--- config.mk ---
export PLATFORM = sky130hd
export DESIGN_NAME = video_decoder_port_luma_chroma_ctrl
export DESIGN_NICKNAME = d
export VERILOG_FILES = /design/src/rtl/vdec_ctrl_pkg.sv /design/src/rtl/video_decoder_port_luma_chroma_ctrl.sv
export VERILOG_INCLUDE_DIRS = /design/src /design/src/rtl
export SDC_FILE = /design/constraint.sdc
export NUM_CORES = 1
export LEC_CHECK = 0
export BUFFER_PORTS_ARGS = -buffer_cell sky130_fd_sc_hd__buf_2
export CORE_MARGIN = 1.5
export CORE_UTILIZATION = 57
export DETAILED_ROUTE_END_ITERATION = 10
export PLACE_DENSITY = 0.84
export SYNTH_ARGS = -nofsm -noshare
export SYNTH_HDL_FRONTEND = slang
export SYNTH_SLANG_ARGS = --single-unit
--- constraint.sdc ---
create_clock -name clk_sys -period 2.6 [get_ports clk_sys]
set_input_delay 0.13 -clock clk_sys [delete_from_list [all_inputs] [get_ports clk_sys]]
set_output_delay 0.13 -clock clk_sys [all_outputs]
set_load 0.03 [all_outputs]
--- src/rtl/vdec_ctrl_map.svh ---
`ifndef VDEC_CTRL_MAP_SVH
`define VDEC_CTRL_MAP_SVH

// ----------------------------------------------------------------------
// register indices
// ----------------------------------------------------------------------
`define IDX_PORT_PIN_ROUTING 8'h0E
`define IDX_LUMA_GAIN_FILTER_CTRL 8'h0F
`define IDX_CONTRAST 8'h10
`define IDX_BRIGHTNESS 8'h11
`define IDX_CHROMA_CTRL_PRIMARY 8'h12
`define IDX_CHROMA_DELAY_PHASE_CTRL 8'h13

// ----------------------------------------------------------------------
// reset values
// ----------------------------------------------------------------------
`define RST_PORT_PIN_ROUTING 8'h00
`define RST_LUMA_GAIN_FILTER_CTRL 8'h00
`define RST_CONTRAST 8'h00
`define RST_BRIGHTNESS 8'h00
`define RST_CHROMA_CTRL_PRIMARY 8'h08
`define RST_CHROMA_DELAY_PHASE_CTRL 8'h00

// ----------------------------------------------------------------------
// field positions of port_pin_routing
// ----------------------------------------------------------------------
`define POS_PORT_A_SEL_LSB 0
`define POS_PORT_A_DIR 3
`define POS_PORT_B_SEL_LSB 4
`define POS_PORT_B_DIR 7

// ----------------------------------------------------------------------
// field positions of luma_gain_filter_ctrl
// ----------------------------------------------------------------------
`define POS_PEAK_LSB 0
`define POS_NOTCH 2
`define POS_BW_REDUCE 3
`define POS_PEDESTAL 4
`define POS_FULL_RANGE 5
`define POS_UNITY 6

// ----------------------------------------------------------------------
// field positions of the chroma registers
// ----------------------------------------------------------------------
`define POS_KILL_LSB 0
`define POS_CORE_LSB 2
`define POS_CBW 4
`define POS_N_VARIANT 5
`define POS_M_VARIANT 6
`define POS_GAIN_FREEZE 7
`define POS_PHASE_LSB 0
`define POS_DELAY_LSB 4

// ----------------------------------------------------------------------
// fixed codes
// ----------------------------------------------------------------------
`define CHROMA_NEUTRAL 8'h80
`define INPUT_SEL_DIGITAL_601 2'h1
`define READ_UNMAPPED 8'h00

`endif

--- src/rtl/vdec_ctrl_pkg.sv ---
package vdec_ctrl_pkg;
  // colour kill settings
  typedef enum logic [1:0] {
    KILL_AUTO = 2'h0,
    KILL_RSVD = 2'h1,
    KILL_NEVER = 2'h2,
    KILL_ALWAYS = 2'h3
  } kill_mode_e;
  // chroma coring settings
  typedef enum logic [1:0] {
    CORE_OFF = 2'h0,
    CORE_PM1 = 2'h1,
    CORE_PM3 = 2'h2,
    CORE_PM7 = 2'h3
  } core_mode_e;
  typedef logic [7:0] byte_t;
endpackage

--- src/rtl/video_decoder_port_luma_chroma_ctrl.sv ---
`include "vdec_ctrl_map.svh"

// What this block does
// - port A select picks one of seven gates
// - port A drives out, or pin replaces gate
// - port B select picks one of seven signals
// - port B value 7 gives serial control out
// - blanking flags mark raw and sliced lines
// - port B drives out, or pin replaces path
// - two-bit luma peaking level field
// - chroma notch in luma path when set
// - luma bandwidth reduce bit
// - pedestal bit moves black point to 7.5%
// - high gain gives full range luma codes
// - unity gain for 601 input needs both bits
// - contrast and brightness are signed bytes
// - colour kill auto, always on, always off
// - coring forces near-neutral chroma to 128
// - chroma bandwidth 850 or 550 kHz
// - N variant tracking select
// - M variant tracking select
// - chroma gain freeze holds current gain
// - burst phase compare in 22.5 degree steps
// - chroma group delay in pixel clocks
// - software bit permits output high impedance
// - group select chooses which pins float
module video_decoder_port_luma_chroma_ctrl
  import vdec_ctrl_pkg::*;
(
  // clock and reset
  input wire logic clk_sys,
  input wire logic nrst,
  // indexed register access
  input wire logic [7:0] reg_index,
  input wire logic [7:0] reg_wdata,
  input wire logic reg_write,
  input wire logic reg_read,
  output logic [7:0] reg_rdata,
  // internal timing sources for port A (index 1..7)
  input wire logic back_porch_gate,
  input wire logic sync_tip_gate,
  input wire logic burst_gate,
  input wire logic burst_gate_wide,
  input wire logic mid_sync_marker,
  input wire logic vbi_flag,
  input wire logic general_purpose_pin_bit,
  // internal sources for port B (index 1..7)
  input wire logic sync_to_burst_phase,
  input wire logic twice_per_line_pulse,
  input wire logic sync_falling_edge_pulse,
  input wire logic blanking_raw_adc_flag,
  input wire logic blanking_sliced_flag,
  input wire logic vertical_sync,
  input wire logic realtime_control_serial_out,
  // port A pin
  input wire logic port_a_in,
  output logic port_a_out,
  output logic port_a_oe_n,
  // port B pin
  input wire logic port_b_in,
  output logic port_b_out,
  output logic port_b_oe_n,
  // paths into the decoder, after pin substitution
  output logic [7:1] port_a_path,
  output logic [7:1] port_b_path,
  // output float control
  input wire logic software_output_tristate,
  input wire logic output_enable_pin_n,
  input wire logic [1:0] tristate_group_select,
  // luma context
  input wire logic [1:0] input_source_select,
  output logic [1:0] luma_peaking_level,
  output logic chroma_notch_enable,
  output logic luma_bandwidth_reduce,
  output logic pedestal_gain_enable,
  output logic full_range_luma_gain,
  output logic luma_unity_gain,
  output logic [7:0] contrast_value,
  output logic [7:0] brightness_value,
  // chroma sample path
  input wire logic [7:0] chroma_in,
  input wire logic burst_weak,
  output logic [7:0] chroma_out,
  // chroma controls
  output logic chroma_bandwidth_select,
  output logic n_variant_tracking_select,
  output logic m_variant_tracking_select,
  output logic chroma_gain_freeze,
  output logic [3:0] burst_phase_compare,
  output logic [3:0] chroma_group_delay
);

  // ----------------------------------------------------------------------
  // register file
  // ----------------------------------------------------------------------
  byte_t port_pin_routing_reg; // port select and direction
  byte_t luma_gain_filter_ctrl_reg; // peaking, notch, gain bits
  byte_t contrast_reg; // signed contrast
  byte_t brightness_reg; // signed brightness
  byte_t chroma_ctrl_primary_reg; // kill, coring, bandwidth, tracking
  byte_t chroma_delay_phase_ctrl_reg; // phase compare and delay

  // software writes; reset restores the default of every field
  always_ff @(posedge clk_sys or negedge nrst) begin
    if (!nrst) begin
      port_pin_routing_reg <= `RST_PORT_PIN_ROUTING;
      luma_gain_filter_ctrl_reg <= `RST_LUMA_GAIN_FILTER_CTRL;
      contrast_reg <= `RST_CONTRAST;
      brightness_reg <= `RST_BRIGHTNESS;
      chroma_ctrl_primary_reg <= `RST_CHROMA_CTRL_PRIMARY;
      chroma_delay_phase_ctrl_reg <= `RST_CHROMA_DELAY_PHASE_CTRL;
    end else if (reg_write) begin
      case (reg_index)
        `IDX_PORT_PIN_ROUTING: port_pin_routing_reg <= reg_wdata;
        `IDX_LUMA_GAIN_FILTER_CTRL: luma_gain_filter_ctrl_reg <= reg_wdata;
        `IDX_CONTRAST: contrast_reg <= reg_wdata;
        `IDX_BRIGHTNESS: brightness_reg <= reg_wdata;
        `IDX_CHROMA_CTRL_PRIMARY: chroma_ctrl_primary_reg <= reg_wdata;
        `IDX_CHROMA_DELAY_PHASE_CTRL: chroma_delay_phase_ctrl_reg <= reg_wdata;
        default: begin
          // unmapped index: write is dropped
        end
      endcase
    end
  end

  // read data is registered one cycle after the read strobe
  always_ff @(posedge clk_sys or negedge nrst) begin
    if (!nrst) begin
      reg_rdata <= `READ_UNMAPPED;
    end else if (reg_read) begin
      case (reg_index)
        `IDX_PORT_PIN_ROUTING: reg_rdata <= port_pin_routing_reg;
        `IDX_LUMA_GAIN_FILTER_CTRL: reg_rdata <= luma_gain_filter_ctrl_reg;
        `IDX_CONTRAST: reg_rdata <= contrast_reg;
        `IDX_BRIGHTNESS: reg_rdata <= brightness_reg;
        `IDX_CHROMA_CTRL_PRIMARY: reg_rdata <= chroma_ctrl_primary_reg;
        `IDX_CHROMA_DELAY_PHASE_CTRL: reg_rdata <= chroma_delay_phase_ctrl_reg;
        default: reg_rdata <= `READ_UNMAPPED;
      endcase
    end
  end

  // ----------------------------------------------------------------------
  // field decode
  // ----------------------------------------------------------------------
  logic [2:0] port_a_source_select; // routing index for port A
  logic port_a_direction; // 1 drives the pin
  logic [2:0] port_b_source_select; // routing index for port B
  logic port_b_direction; // 1 drives the pin
  logic [7:0] src_a; // internal sources, bit 0 unused
  logic [7:0] src_b; // internal sources, bit 0 unused
  logic float_permit; // output floating allowed
  logic float_a; // port A group floated
  logic float_b; // port B group floated

  assign port_a_source_select = port_pin_routing_reg[`POS_PORT_A_SEL_LSB +: 3];
  assign port_a_direction = port_pin_routing_reg[`POS_PORT_A_DIR];
  assign port_b_source_select = port_pin_routing_reg[`POS_PORT_B_SEL_LSB +: 3];
  assign port_b_direction = port_pin_routing_reg[`POS_PORT_B_DIR];

  // index 0 is "no connection" and carries a constant low
  assign src_a = {general_purpose_pin_bit, vbi_flag, mid_sync_marker, burst_gate_wide,
                  burst_gate, sync_tip_gate, back_porch_gate, 1'b0};
  // raw and sliced blanking flags arrive already qualified per line
  assign src_b = {realtime_control_serial_out, vertical_sync, blanking_sliced_flag,
                  blanking_raw_adc_flag, sync_falling_edge_pulse, twice_per_line_pulse,
                  sync_to_burst_phase, 1'b0};

  // either the software bit or a low enable pin allows floating
  assign float_permit = software_output_tristate | ~output_enable_pin_n;
  assign float_a = float_permit & tristate_group_select[0];
  assign float_b = float_permit & tristate_group_select[1];

  // ----------------------------------------------------------------------
  // port pins
  // ----------------------------------------------------------------------
  // drive only when set as output and a source is selected; an input
  // port never fights the outside logic
  always_ff @(posedge clk_sys or negedge nrst) begin
    if (!nrst) begin
      port_a_out <= 1'b0;
      port_a_oe_n <= 1'b1;
      port_b_out <= 1'b0;
      port_b_oe_n <= 1'b1;
    end else begin
      port_a_out <= src_a[port_a_source_select];
      port_a_oe_n <= ~(port_a_direction & (port_a_source_select != 3'h0) & ~float_a);
      port_b_out <= src_b[port_b_source_select];
      port_b_oe_n <= ~(port_b_direction & (port_b_source_select != 3'h0) & ~float_b);
    end
  end

  // ----------------------------------------------------------------------
  // decoder paths with pin substitution
  // ----------------------------------------------------------------------
  genvar gi;
  generate
    for (gi = 1; gi < 8; gi++) begin : g_path
      // as input, the pin replaces the selected path and the gate is cut off
      always_ff @(posedge clk_sys or negedge nrst) begin
        if (!nrst) begin
          port_a_path[gi] <= 1'b0;
          port_b_path[gi] <= 1'b0;
        end else begin
          if (!port_a_direction && port_a_source_select == 3'(gi)) begin
            port_a_path[gi] <= port_a_in;
          end else begin
            port_a_path[gi] <= src_a[gi];
          end
          if (!port_b_direction && port_b_source_select == 3'(gi)) begin
            port_b_path[gi] <= port_b_in;
          end else begin
            port_b_path[gi] <= src_b[gi];
          end
        end
      end
    end
  endgenerate

  // ----------------------------------------------------------------------
  // luma controls
  // ----------------------------------------------------------------------
  // unity gain needs pedestal and high gain both set and 601 input
  always_ff @(posedge clk_sys or negedge nrst) begin
    if (!nrst) begin
      luma_peaking_level <= 2'h0;
      chroma_notch_enable <= 1'b0;
      luma_bandwidth_reduce <= 1'b0;
      pedestal_gain_enable <= 1'b0;
      full_range_luma_gain <= 1'b0;
      luma_unity_gain <= 1'b0;
      contrast_value <= 8'h00;
      brightness_value <= 8'h00;
    end else begin
      luma_peaking_level <= luma_gain_filter_ctrl_reg[`POS_PEAK_LSB +: 2];
      chroma_notch_enable <= luma_gain_filter_ctrl_reg[`POS_NOTCH];
      luma_bandwidth_reduce <= luma_gain_filter_ctrl_reg[`POS_BW_REDUCE];
      pedestal_gain_enable <= luma_gain_filter_ctrl_reg[`POS_PEDESTAL];
      full_range_luma_gain <= luma_gain_filter_ctrl_reg[`POS_FULL_RANGE];
      luma_unity_gain <= luma_gain_filter_ctrl_reg[`POS_UNITY]
                         & luma_gain_filter_ctrl_reg[`POS_PEDESTAL]
                         & luma_gain_filter_ctrl_reg[`POS_FULL_RANGE]
                         & (input_source_select == `INPUT_SEL_DIGITAL_601);
      contrast_value <= contrast_reg;
      brightness_value <= brightness_reg;
    end
  end

  // ----------------------------------------------------------------------
  // chroma kill and coring
  // ----------------------------------------------------------------------
  kill_mode_e kill_mode; // colour kill setting
  core_mode_e core_mode; // coring window setting
  logic kill_now; // force neutral this sample
  logic [7:0] centred; // sample minus 128, two's complement
  logic [7:0] magnitude; // distance from 128
  logic [7:0] core_limit; // 1, 3 or 7
  logic cored; // sample within coring window

  assign kill_mode = kill_mode_e'(chroma_ctrl_primary_reg[`POS_KILL_LSB +: 2]);
  assign core_mode = core_mode_e'(chroma_ctrl_primary_reg[`POS_CORE_LSB +: 2]);
  assign centred = chroma_in ^ `CHROMA_NEUTRAL;
  assign magnitude = centred[7] ? 8'(-centred) : centred;

  always_comb begin
    // the undefined kill code behaves like auto, the safest reading
    case (kill_mode)
      KILL_NEVER: kill_now = 1'b0;
      KILL_ALWAYS: kill_now = 1'b1;
      default: kill_now = burst_weak;
    endcase
    case (core_mode)
      CORE_PM1: core_limit = 8'h01;
      CORE_PM3: core_limit = 8'h03;
      CORE_PM7: core_limit = 8'h07;
      default: core_limit = 8'h00;
    endcase
  end

  assign cored = (core_mode != CORE_OFF) && (magnitude <= core_limit);

  // one stage of latency on the chroma samples
  always_ff @(posedge clk_sys or negedge nrst) begin
    if (!nrst) begin
      chroma_out <= `CHROMA_NEUTRAL;
    end else if (kill_now || cored) begin
      chroma_out <= `CHROMA_NEUTRAL;
    end else begin
      chroma_out <= chroma_in;
    end
  end

  // ----------------------------------------------------------------------
  // chroma filter, tracking, freeze, phase and delay controls
  // ----------------------------------------------------------------------
  always_ff @(posedge clk_sys or negedge nrst) begin
    if (!nrst) begin
      chroma_bandwidth_select <= 1'b0;
      n_variant_tracking_select <= 1'b0;
      m_variant_tracking_select <= 1'b0;
      chroma_gain_freeze <= 1'b0;
      burst_phase_compare <= 4'h0;
      chroma_group_delay <= 4'h0;
    end else begin
      chroma_bandwidth_select <= chroma_ctrl_primary_reg[`POS_CBW];
      n_variant_tracking_select <= chroma_ctrl_primary_reg[`POS_N_VARIANT];
      m_variant_tracking_select <= chroma_ctrl_primary_reg[`POS_M_VARIANT];
      chroma_gain_freeze <= chroma_ctrl_primary_reg[`POS_GAIN_FREEZE];
      burst_phase_compare <= chroma_delay_phase_ctrl_reg[`POS_PHASE_LSB +: 4];
      chroma_group_delay <= chroma_delay_phase_ctrl_reg[`POS_DELAY_LSB +: 4];
    end
  end

endmodule

* Word-level counts from Yosys, hierarchy flattened *
Index checks and enable logic that the tools add are counted.

word-level totals
  bits of input ports = 51
  word-level logic and storage cells = 136
  flip-flop bits (word level) = 117

operators by class
  reductions and logical operators = 27
  order comparisons = 3
  bitwise logic cells = 16
  muxes and demuxes = 23
  eq/ne operators = 26
  $add $sub $neg = 1

operator list
  operator              number
  $pmux W8 S6           1
  $eq A8 B5 Y1 const B  4
  $eq A3 B3 Y1 const B  8
  $eq A8 B4 Y1 const B  2
  $mux W1               16
  $mux W8               2
  $logic_and A1 B1 Y1   15
  $eq A3 B2 Y1 const B  4
  $reduce_and A2 Y1     6
  $and A1 B1 Y1         9
  $pmux W3 S3           1
  $eq A2 B2 Y1 const B  4
  $le A8 B8 Y1          1
  $lt A3 B4 Y1 const B  2
  $neg A8 Y8            1
  $bmux W1 S3           2
  $eq A3 B1 Y1 const B  2
  $not A1 Y1            6
  $reduce_bool A3 Y1    2
  $eq A2 B1 Y1 const B  2
  $logic_not A1 Y1      2
  $pmux W1 S2           1
  $reduce_bool A2 Y1    1
  $logic_or A1 B1 Y1    1
  $or A1 B1 Y1          1

* Longest topological paths before layout *
  word-level depth = 7
  gate-level depth with buffers = 8

* Worst setup path after synthesis *
OpenSTA, ideal clock, no wires.

  kind = input -> register
  start point = input chroma_in[0]
  end point = register chroma_out[0]
  buffers on the path = 0
  library setup time = 0.158 ns
  stages = 8
  arrival time = 1.716 ns
  path slack = 0.727 ns
  required time = 2.442 ns
  path through = inv_1 ha_1 mux2_2 ha_1 nor2b_1 o21a_1 o21ai_1 a211oi_1

on the way
  longest elaborated chain between the ends = 6

ends and longest elaborated chain
  what                    RTL line                                    RTL
  start: declaration      video_decoder_port_luma_chroma_ctrl.sv:81   input wire logic [7:0] chroma_in,
  $neg A8 Y8              video_decoder_port_luma_chroma_ctrl.sv:264  assign magnitude = centred[7] ? 8'(-centred) : centred;
  $mux W8                 video_decoder_port_luma_chroma_ctrl.sv:264
  $le A8 B8 Y1            video_decoder_port_luma_chroma_ctrl.sv:281  assign cored = (core_mode != CORE_OFF) && (magnitude <= core_limit);
  $logic_and A1 B1 Y1     video_decoder_port_luma_chroma_ctrl.sv:281
  $logic_or A1 B1 Y1      video_decoder_port_luma_chroma_ctrl.sv:287  end else if (kill_now || cored) begin
  $mux W8 (*)             video_decoder_port_luma_chroma_ctrl.sv:287
  end signal: assignment  video_decoder_port_luma_chroma_ctrl.sv:286  chroma_out <= `CHROMA_NEUTRAL;
  end signal: assignment  video_decoder_port_luma_chroma_ctrl.sv:288  chroma_out <= `CHROMA_NEUTRAL;
  end signal: assignment  video_decoder_port_luma_chroma_ctrl.sv:290  chroma_out <= chroma_in;
  end: declaration        video_decoder_port_luma_chroma_ctrl.sv:83   output logic [7:0] chroma_out,

Mark *: on every way between the ends. The rest lies on a longest branch, timed or not.
A chain may end at the register's enable or synchronous reset.

* Worst setup path after layout *
  start point = input chroma_in[0]
  end point = register chroma_out[3]

on the way
  longest elaborated chain between the ends = 6

ends and longest elaborated chain
  what                     RTL line
  $neg A8 Y8               video_decoder_port_luma_chroma_ctrl.sv:264
  $mux W8 (*)              video_decoder_port_luma_chroma_ctrl.sv:264
  $le A8 B8 Y1 (*)         video_decoder_port_luma_chroma_ctrl.sv:281
  $logic_and A1 B1 Y1 (*)  video_decoder_port_luma_chroma_ctrl.sv:281
  $logic_or A1 B1 Y1 (*)   video_decoder_port_luma_chroma_ctrl.sv:287
  $mux W8 (*)              video_decoder_port_luma_chroma_ctrl.sv:287

Marks and branches as above.

==> summary.md <==
| Metric | Value |
|---|---|
| H-tree levels | `4` |
| Register Area | `0.00293 sq mm` |
| Internal reg-to-reg setup slack | `0.48 ns` |
| Asr flop ratio synth | `100%` |
| Cells on Worst Hold Path | `2` |
| Post-CTS Setup Inserts | `0` |
| Sequential area share after synthesis | `58.4%` |
| Area of the multi-input gates | `0.00193 sq mm` |
| Cell variety after synth | `55` |
| Global routing's busiest layer | `met2` |
| Minimum clock period | `2.38 ns` |
| Hpwl dp | `7540 um` |
| Final max-slew violation count | `0` |
| Sink Count | `117` |
| Hold Violations, Final | `0` |
| Main combinational cell family by area after synthesis | `multiplexers` |
| Critical-path cell list | `dlygate4sd3_1 -> buf_2 -> inv_1 -> ha_1 -> mux2_2 -> ha_1 -> nor2b_1 -> o21a_1 -> o21ai_1 -> a21oi_1` |
| Worst Hold Launch | `reg_read` |
| DR pass1 iterations | `5` |
| RSZ-0062 raised after global routing | `no` |
| Post-Syn Instances | `373` |
| Antenna diodes | `0` |
| Synth Area in Adders | `0.996%` |
| CTS tree | `built` |
| CTS resizes | `0` |
| Clock latency on the worst-skew pair | `0.52 ns` |
| Post-synthesis xor/xnor area fraction | `0.174%` |
| Max Clk Rate | `0.420 GHz` |
| Synth Register Bits | `117` |
| # rows | `34` |
| Crit path max-delay family | `buffers and inverters` |
| Post-synth EDFFs | `0` |
| Pwr Density | `715 mW/mm^2` |
| Peak fanout along the critical path | `8` |
| Yosys warns | `0` |
| Most used DFF post-synth | `dfrtp_1` |
| Final setup vio count | `0` |
| Core Region | `0.00864 sq mm` |
| Routed vias/inst | `6.00` |
| Clk slew on worst S/H paths | `0.05 ns` |
| Starting DRT DRC Count | `354` |
| Routed vias | `4,003` |
| GPL Wtd Cong | `0.904` |
| Synth Area in Compound Gates | `7.59%` |
| Post-route setup TNS | `0 ns` |
| Root buffer selected by CTS | `clkbuf_8` |
| WL/cell | `20.0 um` |
| Run status | `finished, final reports clean` |
| Num CTS Buffers | `17` |
| Tot GR Track Use | `29.7%` |
| GRT met3 Usage | `7.73%` |
| Met1 Use GR | `38.1%` |
| Post-Layout Inst Area | `0.00683 sq mm` |
| Synth-to-Final Area Change | `35.8%` |
| Crit. End Element | `flip-flop` |
| Lkg Pwr | `3.40 nW` |
| I/O pin total | `120` |
| CP peak stage delay | `0.54 ns` |
| Critical-path top delay cell | `dlygate4sd3_1` |
| Hold Path Class | `primary input to flip-flop` |
| CTS Hold Bufs | `50` |
| Average size of a mapped cell | `13.5 sq um` |
| CP Data Required Time | `2.94 ns` |
| Vias in the first global route | `4,100` |
| Post-Syn Area | `0.00502 sq mm` |
| WL final | `13,400 um` |
| CP bufs+invs | `3` |
| Fin nets | `601` |
| Post-DP Area | `0.00570 sq mm` |
| Worst setup SP type | `primary input` |
| Final antenna-violating net count | `0` |
| Critical R2R Launch | `port_pin_routing_reg[3]` |
| Die span in y | `96.9 um` |
| Most frequent cell on the critical path | `ha_1` |
| Type of the worst setup path | `primary input to flip-flop` |
| Clock buffer depth | `2` |
| Fill count | `480` |
| Max-Cap Viols | `0` |
| Initial antenna violation count | `0` |
| Mux share of post-synthesis cell area | `18.3%` |
| Final period utilization | `91.6%` |
| Ratio of cells with drive above 1 in the final layout | `34.9%` |
| Max VDD drop | `0.584 mV` |
| Die area | `0.00939 sq mm` |
| Post-route DRC | `0` |
| Clock skew | `0.00677 ns` |
| Grt met2 use | `44.8%` |
| Rel. slew slack | `32.9%` |
| Initial core utilization | `58.2%` |
| Congestion Overflow GR | `0` |
| Global-route wire length before repair | `21,500 um` |
| Syn_nets | `428` |
| I/O Buffers | `119` |
| Die Wd | `96.9 um` |
| Pin count of the biggest net entering global routing | `63` |
| Register-to-Register Path Depth | `4` |
| Worst flop-to-flop path endpoint | `port_a_path[4]` |
| Crit path DAT | `2.72 ns` |
| Slew @ Worst Pin | `1.01 ns` |
| Post-Synth Simple-Gate Area | `11.3%` |
| WHS Endpoint | `reg_rdata[5]` |
[layout make-up]
type	count	area share, %
clock inverter	12	2.60
clock buffer	20	6.53
timing repair buffer	175	16.9
sequential	117	43.0
tap	108	1.98
inverter	13	0.715
multi-input combinational	222	28.3
[cells in the final DEF, fill, tap and decap left out, types with 3 or more instances in the layout]
master	synthesis	routed
buf_2	6	118
dfrtp_1	113	113
dlygate4sd3_1	0	50
mux2_1	43	43
nor3_1	20	20
clkbuf_16	0	16
mux2_2	15	15
nand2_1	14	14
nor2_1	13	13
inv_1	12	12
o221ai_1	10	10
nand3_1	9	9
mux2i_1	8	8
a21oi_1	8	8
mux2_4	8	8
nand2b_1	7	7
nand3b_1	6	6
a22oi_1	6	6
buf_4	1	6
a211oi_1	5	5
o2bb2ai_1	5	5
ha_1	4	4
dfstp_2	4	4
bufinv_16	0	4
clkinvlp_4	0	4
o21ai_1	3	3
mux4_2	3	3
clkbuf_8	0	3
[kinds of logic after synthesis]
kind of cell | count (synthesis)
flops | 117
simple gates | 88
mux | 77
compound gates | 52
buf+inv | 34
fa+ha+maj | 4
xor+xnor | 1
[through the flow]
step                      worst slack, ns  util (%)  std cells  power, W  hold WS [ns]
final                               0.219      79.0        667   0.00488        0.0255
after global routing               0.0819      79.0        667   0.00502        0.0213
after CTS                           0.335      79.0        667   0.00487        0.0130
after detailed placement            0.385      66.0        585   0.00240         0.250
after global placement              0.519      66.0        585   0.00238         0.247
after floorplan                     0.727         -        373   0.00221        -0.166
[cells in the mapped netlist (all sizes together) (4+ instances only)]
master	number	area, sq um
dfstp	4	105
nor2	14	68.8
nand3	9	45.0
dfrtp	113	2830
o21ai	5	25.0
buf	10	72.6
inv	13	48.8
mux2	66	773
clkbuf	11	41.3
o221ai	10	87.6
mux2i	8	80.1
a22oi	6	45.0
nand3b	6	45.0
nand2b	7	43.8
a21oi	8	40.0
ha	4	50.1
a211oi	5	37.5
nor3	21	116
o2bb2ai	5	43.8
nand2	14	52.6
[worst max-delay path by stage]
stage | start | to | slack [ns] | cells after the start
floorplan | chroma_in[0] | chroma_out[0] | 0.73 | 8
global placement | chroma_in[0] | chroma_out[1] | 0.52 | 9
detailed placement | chroma_in[0] | chroma_out[0] | 0.39 | 9
CTS | chroma_in[0] | chroma_out[0] | 0.34 | 10
global route | chroma_in[0] | chroma_out[3] | 0.08 | 10
finish | chroma_in[0] | chroma_out[3] | 0.22 | 10
[per-layer routing]
metal	up-vias	part of all wire (%)
li1	1715	-
met1	1992	40
met2	228	48
met3	68	7.4
met4	0	5.3
met5	-	0
[power by group]
| group | internal (W) | switching (W) | leakage, nW |
|---|---|---|---|
| registers | 0.00190 | 0.0000553 | 1.57 |
| logic | 0.000194 | 0.000291 | 1.54 |
| clock network | 0.00160 | 0.000833 | 0.293 |
No activity file was read; power rests on OpenSTA's default activity.
